<file path="config.mk">
export PLATFORM = sky130hd
export DESIGN_NAME = cic_core
export DESIGN_NICKNAME = d
export VERILOG_FILES = /design/src/include/cic_pkg.sv /design/src/core/cic_core.sv
export VERILOG_INCLUDE_DIRS = /design/src /design/src/include
export SDC_FILE = /design/constraint.sdc
export NUM_CORES = 2
export LEC_CHECK = 0
export BUFFER_PORTS_ARGS = -buffer_cell sky130_fd_sc_hd__buf_2
export CORE_MARGIN = 4
export CORE_UTILIZATION = 61
export CTS_CLUSTER_DIAMETER = 100
export CTS_CLUSTER_SIZE = 14
export DETAILED_ROUTE_END_ITERATION = 10
export GPL_TIMING_DRIVEN = 0
export HOLD_SLACK_MARGIN = 0.12
export PLACE_DENSITY = 0.83
export SYNTH_ARGS = -nofsm -noshare
export SYNTH_HDL_FRONTEND = slang
export SYNTH_SLANG_ARGS = --single-unit
</file>
<file path="constraint.sdc">
create_clock -name pclk -period 29.7 [get_ports pclk]
set_clock_uncertainty 0.05 [all_clocks]
set_input_delay 4.455 -clock pclk [delete_from_list [all_inputs] [get_ports pclk]]
set_output_delay 4.455 -clock pclk [all_outputs]
set_load 0.02 [all_outputs]
</file>
<file path="src/include/cic_map.svh">
`ifndef CIC_MAP_SVH
`define CIC_MAP_SVH

// apb byte offsets
`define CIC_A_CTRL      8'h00
`define CIC_A_SUBCMD    8'h04
`define CIC_A_Q_LO      8'h08
`define CIC_A_Q_HI      8'h0c
`define CIC_A_TIME      8'h10
`define CIC_A_CCCUR     8'h14
`define CIC_A_ITEMP     8'h18
`define CIC_A_TSMEAS    8'h1c
`define CIC_A_CELLMV    8'h20
`define CIC_A_STACK     8'h24
`define CIC_A_CURR      8'h28
`define CIC_A_CAL_BASE  8'h40
`define CIC_A_CAL_WR    8'h80

// ctrl fields and reset
`define CIC_CTRL_CCM_LSB 0
`define CIC_CTRL_TSM_BIT 2
`define CIC_CCM_RST      2'h1
`define CIC_CCM_LOWPWR   2'h2
`define CIC_CCM_OFF      2'h3

// subcommands
`define CIC_SC_READOUT   16'h0004
`define CIC_SC_CLEAR     16'h0005

// calibration slots
`define CIC_NCAL         13
`define CIC_CAL_C1G      0
`define CIC_CAL_TOSG     5
`define CIC_CAL_CUROFF   6
`define CIC_CAL_CURG     7
`define CIC_CAL_CCOFF    8
`define CIC_CAL_CCG      9
`define CIC_CAL_TSOFF    10
`define CIC_CAL_ITOFF    11
`define CIC_CAL_ITG      12

// timing
`define CIC_CLK_HZ       100000000
`define CIC_LP_INT_S     4
`define CIC_LP_INT_CYC   (`CIC_LP_INT_S * `CIC_CLK_HZ)
`define CIC_STEP_MS      250
`define CIC_LP_SHIFT     4

`endif

</file>
<file path="src/include/cic_pkg.sv">
package cic_pkg;

	typedef enum logic [3:0] {
		CIC_PM_NORMAL   = 4'h1,
		CIC_PM_SLEEP    = 4'h2,
		CIC_PM_DEEP     = 4'h4,
		CIC_PM_SHUTDOWN = 4'h8
	} cic_pmode_t;

	typedef struct packed {
		logic        cc_valid;
		logic [15:0] cc_raw;
		logic        it_valid;
		logic [15:0] it_raw;
		logic        ts_valid;
		logic [15:0] ts_raw;
		logic        cell_valid;
		logic [2:0]  cell_idx;
		logic [15:0] cell_raw;
		logic        stk_valid;
		logic [15:0] stk_raw;
		logic        cur_valid;
		logic [23:0] cur_raw;
	} cic_meas_t;

endpackage

</file>
<file path="src/core/cic_core.sv">
// Overview of operation
// - add fast current into signed 48-bit charge
// - readout bytes 0-3: charge low 32
// - bytes 4-7: upper 16 sign-extended
// - 32-bit 250 ms normal-mode time counter
// - bytes 8-11: time counter little-endian
// - integrate only in normal, mode permitting
// - clear subcommand zeroes charge and time
// - config-update entry zeroes charge and time
// - low power: update once per 4 s
// - low power samples scaled to same units
// - die temp = (raw-off)*gain/65536
// - thermistor mode: bias while measured, regulator ref
// - analog-input mode: no bias, bandgap reference
// - sense pin result = raw minus offset
// - cell gain = cell1 gain plus delta
// - cells 4/5 and 6/7 share deltas
// - main gains held unsigned 16-bit
// - current offsets signed 16-bit
// - sense and temp offsets signed 16-bit
// - unwritten settings fall back to trim
// - cell mv = counts*gain/65536
`include "cic_map.svh"

module cic_core #(
	parameter int unsigned LP_INT_CYC = `CIC_LP_INT_CYC
) (
	input  wire logic                  pclk,
	input  wire logic                  presetn,
	input  wire logic                  psel,
	input  wire logic                  penable,
	input  wire logic                  pwrite,
	input  wire logic [7:0]            paddr,
	input  wire logic [31:0]           pwdata,
	output logic      [31:0]           prdata,
	output logic                       pready,
	output logic                       pslverr,
	input  wire logic [12:0][15:0]     trim_val,
	input  cic_pkg::cic_meas_t         meas,
	input  cic_pkg::cic_pmode_t        power_mode,
	input  wire logic                  cfg_update_enter,
	input  wire logic                  ts_measuring,
	output logic                       ts_bias_en,
	output logic                       ts_ref_ldo
);

	// apb decode
	wire logic acc_w   = psel & penable & pwrite;
	wire logic a_ctrl  = paddr == `CIC_A_CTRL;
	wire logic a_sc    = paddr == `CIC_A_SUBCMD;
	wire logic a_cal   = paddr >= `CIC_A_CAL_BASE && paddr < 8'h74 && paddr[1:0] == 2'h0;
	wire logic [3:0] cal_i = 4'((paddr - `CIC_A_CAL_BASE) >> 2);
	wire logic a_ro    = paddr == `CIC_A_Q_LO || paddr == `CIC_A_Q_HI ||
	                     paddr == `CIC_A_TIME || paddr == `CIC_A_CCCUR ||
	                     paddr == `CIC_A_ITEMP || paddr == `CIC_A_TSMEAS ||
	                     paddr == `CIC_A_CELLMV || paddr == `CIC_A_STACK ||
	                     paddr == `CIC_A_CURR || paddr == `CIC_A_CAL_WR;
	wire logic mapped  = a_ctrl | a_sc | a_cal | a_ro;

	assign pready  = 1'b1;
	assign pslverr = psel & penable & ~mapped;

	wire logic wr_ctrl  = acc_w & a_ctrl;
	wire logic wr_cal   = acc_w & a_cal;
	wire logic sc_read  = acc_w & a_sc & pwdata[15:0] == `CIC_SC_READOUT;
	wire logic sc_clear = acc_w & a_sc & pwdata[15:0] == `CIC_SC_CLEAR;

	// control register
	logic [1:0] ccm_q;
	logic       tsm_q;

	always_ff @(posedge pclk or negedge presetn) begin
		if (!presetn) begin
			ccm_q <= `CIC_CCM_RST;
			tsm_q <= 1'b0;
		end else if (wr_ctrl) begin
			ccm_q <= pwdata[`CIC_CTRL_CCM_LSB +: 2];
			tsm_q <= pwdata[`CIC_CTRL_TSM_BIT];
		end
	end

	// calibration storage with trim fallback
	logic [15:0]           cal_q [`CIC_NCAL];
	logic [`CIC_NCAL-1:0]  calw_q;
	logic [15:0]           cal_eff [`CIC_NCAL];

	genvar gi;
	generate
		for (gi = 0; gi < `CIC_NCAL; gi++) begin : g_cal
			wire logic hit = wr_cal & cal_i == 4'(gi);
			always_ff @(posedge pclk or negedge presetn) begin
				if (!presetn) begin
					cal_q[gi]  <= 16'h0000;
					calw_q[gi] <= 1'b0;
				end else if (hit) begin
					cal_q[gi]  <= pwdata[15:0];
					calw_q[gi] <= 1'b1;
				end
			end
			assign cal_eff[gi] = calw_q[gi] ? cal_q[gi] : trim_val[gi];
		end
	endgenerate

	// cell gains: slots 1..4 hold deltas for 2, 3, 4/5, 6/7
	logic [15:0] cell_gain [8];
	assign cell_gain[0] = cal_eff[`CIC_CAL_C1G];
	assign cell_gain[1] = cal_eff[`CIC_CAL_C1G];
	generate
		for (gi = 2; gi < 8; gi++) begin : g_cg
			localparam int DS = (gi <= 3) ? gi - 1 : (gi <= 5) ? 3 : 4;
			wire logic [7:0] dlt = cal_eff[DS][7:0];
			assign cell_gain[gi] = cal_eff[`CIC_CAL_C1G] + {{8{dlt[7]}}, dlt};
		end
	endgenerate

	// integration gating
	wire logic is_norm = power_mode == cic_pkg::CIC_PM_NORMAL;
	wire logic cc_on   = ccm_q != `CIC_CCM_OFF;
	wire logic lp      = ccm_q == `CIC_CCM_LOWPWR;
	logic [31:0] lp_cnt_q;
	wire logic lp_ok   = ~lp | lp_cnt_q == 32'h0;
	wire logic take    = meas.cc_valid & is_norm & cc_on & lp_ok;

	always_ff @(posedge pclk or negedge presetn) begin
		if (!presetn)
			lp_cnt_q <= 32'h0;
		else if (!lp)
			lp_cnt_q <= 32'h0;
		else if (take)
			lp_cnt_q <= 32'(LP_INT_CYC - 1);
		else if (lp_cnt_q != 32'h0 && is_norm)
			lp_cnt_q <= lp_cnt_q - 32'h1;
	end

	// fast current calibration: (raw - off/256)*gain/32
	wire logic signed [15:0] cc_off = $signed(cal_eff[`CIC_CAL_CCOFF]);
	wire logic signed [17:0] cc_dif = 18'($signed(meas.cc_raw)) - 18'(cc_off >>> 8);
	wire logic signed [35:0] cc_prd = 36'(cc_dif) * $signed({20'h0, cal_eff[`CIC_CAL_CCG]});
	wire logic signed [15:0] cc_cur = cc_prd[20:5];

	// low power: one sample spans 16 steps of 250 ms
	wire logic signed [47:0] q_add = lp ? 48'(cc_cur) <<< `CIC_LP_SHIFT : 48'(cc_cur);
	wire logic [31:0]        t_add = lp ? 32'h10 : 32'h1;

	logic signed [47:0] q_q;
	logic [31:0]        t_q;
	logic [15:0]        cccur_q;

	always_ff @(posedge pclk or negedge presetn) begin
		if (!presetn) begin
			q_q <= 48'h0;
			t_q <= 32'h0;
		end else if (sc_clear || cfg_update_enter) begin
			q_q <= 48'h0;
			t_q <= 32'h0;
		end else if (take) begin
			q_q <= q_q + q_add;
			t_q <= t_q + t_add;
		end
	end

	always_ff @(posedge pclk or negedge presetn) begin
		if (!presetn)
			cccur_q <= 16'h0;
		else if (take)
			cccur_q <= cc_cur;
	end

	// readout snapshot taken by the readout subcommand
	logic [31:0] rq_lo_q;
	logic [31:0] rq_hi_q;
	logic [31:0] rt_q;

	always_ff @(posedge pclk or negedge presetn) begin
		if (!presetn) begin
			rq_lo_q <= 32'h0;
			rq_hi_q <= 32'h0;
			rt_q    <= 32'h0;
		end else if (sc_read) begin
			rq_lo_q <= q_q[31:0];
			rq_hi_q <= {{16{q_q[47]}}, q_q[47:32]};
			rt_q    <= t_q;
		end
	end

	// die temperature
	wire logic signed [16:0] it_dif = 17'($signed(meas.it_raw)) -
	                                  17'($signed(cal_eff[`CIC_CAL_ITOFF]));
	wire logic signed [33:0] it_prd = 34'(it_dif) * $signed({18'h0, cal_eff[`CIC_CAL_ITG]});
	logic [15:0] itemp_q;

	always_ff @(posedge pclk or negedge presetn) begin
		if (!presetn)
			itemp_q <= 16'h0;
		else if (meas.it_valid)
			itemp_q <= it_prd[31:16];
	end

	// sense pin
	assign ts_bias_en = ~tsm_q & ts_measuring;
	assign ts_ref_ldo = ~tsm_q;
	logic [15:0] ts_q;

	always_ff @(posedge pclk or negedge presetn) begin
		if (!presetn)
			ts_q <= 16'h0;
		else if (meas.ts_valid)
			ts_q <= meas.ts_raw - cal_eff[`CIC_CAL_TSOFF];
	end

	// cell, stack and full current
	wire logic [31:0] cell_prd = meas.cell_raw * cell_gain[meas.cell_idx];
	wire logic [31:0] stk_prd  = meas.stk_raw * cal_eff[`CIC_CAL_TOSG];
	wire logic signed [24:0] cu_dif = 25'($signed(meas.cur_raw)) -
	                                  25'($signed(cal_eff[`CIC_CAL_CUROFF]));
	wire logic signed [42:0] cu_prd = 43'(cu_dif) * $signed({27'h0, cal_eff[`CIC_CAL_CURG]});
	logic [15:0] cell_q;
	logic [17:0] stk_q;
	logic [31:0] cur_q;

	always_ff @(posedge pclk or negedge presetn) begin
		if (!presetn)
			cell_q <= 16'h0;
		else if (meas.cell_valid)
			cell_q <= cell_prd[31:16];
	end

	always_ff @(posedge pclk or negedge presetn) begin
		if (!presetn)
			stk_q <= 18'h0;
		else if (meas.stk_valid)
			stk_q <= stk_prd[31:14];
	end

	always_ff @(posedge pclk or negedge presetn) begin
		if (!presetn)
			cur_q <= 32'h0;
		else if (meas.cur_valid)
			cur_q <= {{3{cu_prd[41]}}, cu_prd[41:13]};
	end

	// read mux
	always_comb begin
		prdata = 32'h0;
		if (a_cal)
			prdata = {16'h0, cal_eff[cal_i]};
		else
			case (paddr)
				`CIC_A_CTRL:   prdata = {29'h0, tsm_q, ccm_q};
				`CIC_A_Q_LO:   prdata = rq_lo_q;
				`CIC_A_Q_HI:   prdata = rq_hi_q;
				`CIC_A_TIME:   prdata = rt_q;
				`CIC_A_CCCUR:  prdata = {{16{cccur_q[15]}}, cccur_q};
				`CIC_A_ITEMP:  prdata = {{16{itemp_q[15]}}, itemp_q};
				`CIC_A_TSMEAS: prdata = {16'h0, ts_q};
				`CIC_A_CELLMV: prdata = {16'h0, cell_q};
				`CIC_A_STACK:  prdata = {14'h0, stk_q};
				`CIC_A_CURR:   prdata = cur_q;
				`CIC_A_CAL_WR: prdata = {19'h0, calw_q};
				default:       prdata = 32'h0;
			endcase
	end

endmodule

</file>
==> impl_metrics.py <==
metrics = {
    "job": {
        "max_cap_viol_count": 5,
    },
    "clocking": {
        "cts_buffers": 47,
        "h-tree-depth": 2,
        "ctsResizeCount": 0,
        "clk_latency_ns": 0.69,
        "hold_buffers": 0,
        "cts_buffer_depth": 3,
        "path_clk_slew_ns": 0.06,
        "cts_sinks": 527,
        "cts_root_buf": "clkbuf_16",
        "cts_tree": "built",
        "post_cts_buffers": 0,
    },
    "setup_path": {
        "path_class": "input port to flop",
        "critPathMaxFanout": 32,
        "critPathSlowestCell": "xnor3_2",
        "cp_common_cell": "fa_1",
        "endpoint_kind": "flop",
        "arrival_ns": 17.64,
        "regToRegSetupSlack_ns": 14.29,
        "critical_path_required_ns": 30.24,
        "startpoint_type": "input port",
        "cp_slowest_stage_delay_ns": 0.88,
    },
    "floorplan": {
        "die_h_um": 369,
        "core_area_um2": 129000,
        "io_pins": 408,
        "start_util": 0.614,
        "die_x_um": 369,
        "num_rows": 132,
        "die-area_um2": 136000,
    },
    "placement": {
        "place_hpwl_mm": 244,
        "port_buffers": 381,
        "gp_congestion": 1.06,
    },
    "synthesis": {
        "async_flop_share": 1.00,
        "synthCells": 8506,
        "synth_edf_count": 0,
        "netlist_area_um2": 79500,
        "syn-num-nets": 10700,
        "ys_types": 100,
        "yosysSeqAreaShare": 0.166,
        "synth_seq_cells": 527,
        "synth_flop_cell": "dfrtp_1",
        "synth.avg_cell_area_um2": 9.35,
        "yosysWarnings": 0,
    },
    "outcome": {
        "violations": "capacitance limit, slew limit",
        "status": "complete, but fails checks",
    },
    "timing": {
        "rsz0062_at_grt": "no",
        "fin_crit_sh": 0.576,
        "setup_tns_ns": 0,
        "timing.final.crit_period_ns": 17.10,
        "slew_viol_final": 37,
        "finalHoldViolations": 0,
        "slew_headroom": -0.0616,
        "tightestPinTransition_ns": 1.55,
        "max_freq_mhz": 58.5,
        "setup_viol": 0,
    },
    "grt": {
        "antenna_found_initial": 30,
        "grt_use_total": 0.430,
        "grt_overflow": 0,
        "grt_max_degree": 120,
        "grt_pass1_vias": 67900,
        "grt_pass1_wl_mm": 430,
    },
    "routing": {
        "drcViolationCount": 0,
        "dr.first_iter.drc_count": 6953,
        "avgViaCountPerCell": 6.18,
        "drt-pass1-iter-count": 9,
        "ant_nets": 0,
        "wl_mm": 291,
        "wl_per_cell_um": 27.1,
        "via_count": 66400,
    },
    "final_layout": {
        "post-route-util": 0.660,
        "drive_gt1_frac": 0.117,
        "nNetsFinal": 11200,
        "fillers": 10500,
        "area_growth_pct": 7.49,
    },
    "min_path": {
        "hp-class": "flop to flop",
    },
}
==> flip-flops by register name, summed over array words and instances, names as in the netlist <==
signal and flops:
tsm_q 1, calw_q 13, rq_lo_q 32, ccm_q 2, itemp_q 16, cell_q 16, cccur_q 16, cur_q 29
t_q 32, ts_q 16, rt_q 32, cal_q 208, rq_hi_q 16, lp_cnt_q 32, stk_q 18, q_q 48
==> path summary, 6_finish.rpt <==
check                              start      endpoint  cells after the start
max reg2reg                    calw_q[8]       q_q[46]                     44
min reg2reg                   itemp_q[7]    itemp_q[7]                      1
max                        trim_val[137]       q_q[46]                     43
max in group asynchronous        presetn     cal_q[92]                      4
min in group asynchronous        presetn  lp_cnt_q[17]                      1
min                           itemp_q[7]    itemp_q[7]                      1
==> critical path, delay by kind of cell <==
family          cells  cell delay, ns
compound gates     17            4.22
xor+xnor           10            3.71
fa+ha+maj           8            3.61
buf+inv             3            0.23
mux                 1            0.68
simple gates        4            0.70
==> cell usage after synthesis (all sizes together), types with 30 or more instances <==
library cell	count	area share
buf	41	0.0023
a211oi	44	0.0042
a22oi	32	0.0030
nor2	568	0.027
nor3	89	0.0058
nand2	1073	0.051
nor2b	120	0.0094
inv	1478	0.070
o21ai	183	0.012
a31oi	37	0.0030
a21oi	287	0.018
fa	1198	0.30
nand3	80	0.0052
or2	30	0.0024
mux2	454	0.064
xnor2	223	0.025
ha	626	0.098
o21bai	35	0.0033
dfrtp	526	0.17
mux2i	168	0.021
nand2b	69	0.0054
and2	188	0.015
xor2	124	0.014
and3	36	0.0029
clkbuf	307	0.015
a21o	93	0.0088
mux4	38	0.011
==> stage by stage <==
step                instances  cell area, µm²  setup WS (ns)  hold slack (ns)
CTS                     10700           85400          12.85            0.432
detailed placement      10700           84100          12.25            0.416
global route            10700           85500          11.91            0.456
floorplan                8506           79500          14.53            0.395
global placement        10600           83600          11.80            0.411
finish                  10700           85500          12.60            0.429
==> logic make-up (layout without fill, tap and decap cells) <==
logic type,after synthesis,after routing,synth area share
and+or+nand+nor,2362,2362,0.133
buffers and inverters,1827,2299,0.0869
adders and majority gates,1824,1824,0.400
AOI/OAI and AO/OA,953,953,0.0781
muxes,660,660,0.0962
DFF,527,527,0.166
xor gates and xnor gates,352,352,0.0400
other,1,21,0.0000471
==> layer usage <==
metal	GRT usage	vias up	wire, µm
li1	-	28000	-
met1	0.558	33400	108000
met2	0.623	4053	121000
met3	0.142	927	37300
met4	0.268	14	23700
met5	0.00214	-	91
==> final cells by class <==
| cell class | instances | area [µm²] | share of cell area |
|---|---|---|---|
| diodes | 20 | 50.0 | 0.000585 |
| flip-flops and latches | 527 | 13200 | 0.154 |
| inverters | 1479 | 5550 | 0.0649 |
| clock buffers | 55 | 1210 | 0.0141 |
| plain buffers | 348 | 1360 | 0.0159 |
| well taps | 1742 | 2180 | 0.0255 |
| multi-input cells | 6152 | 59500 | 0.696 |
| clock inverters | 11 | 184 | 0.00215 |
| repair buffers | 406 | 2260 | 0.0264 |
==> placed cells by master, fill, tap and decap left out, types with 24 or more instances in the layout <==
| master | count |
|---|---|
| inv_1 | 1477 |
| fa_1 | 1198 |
| nand2_1 | 1072 |
| ha_1 | 626 |
| nor2_1 | 566 |
| dfrtp_1 | 526 |
| mux2_2 | 454 |
| buf_2 | 384 |
| clkbuf_1 | 313 |
| a21oi_1 | 285 |
| xnor2_1 | 220 |
| and2_1 | 188 |
| o21ai_0 | 172 |
| mux2i_1 | 151 |
| xor2_1 | 123 |
| nor2b_1 | 120 |
| a21o_1 | 93 |
| nor3_1 | 86 |
| nand3_1 | 78 |
| nand2b_1 | 69 |
| clkbuf_16 | 47 |
| a211oi_1 | 43 |
| mux4_2 | 38 |
| a31oi_1 | 36 |
| and3_1 | 35 |
| o21bai_1 | 35 |
| buf_1 | 35 |
| a22oi_1 | 32 |
| or2_2 | 29 |
| nand4_1 | 26 |
| or3_1 | 26 |
| o21a_1 | 25 |
| o31ai_1 | 24 |
Power is not shown: default switching activity piles up to over one toggle a cycle in this logic, so the estimate is an artifact.
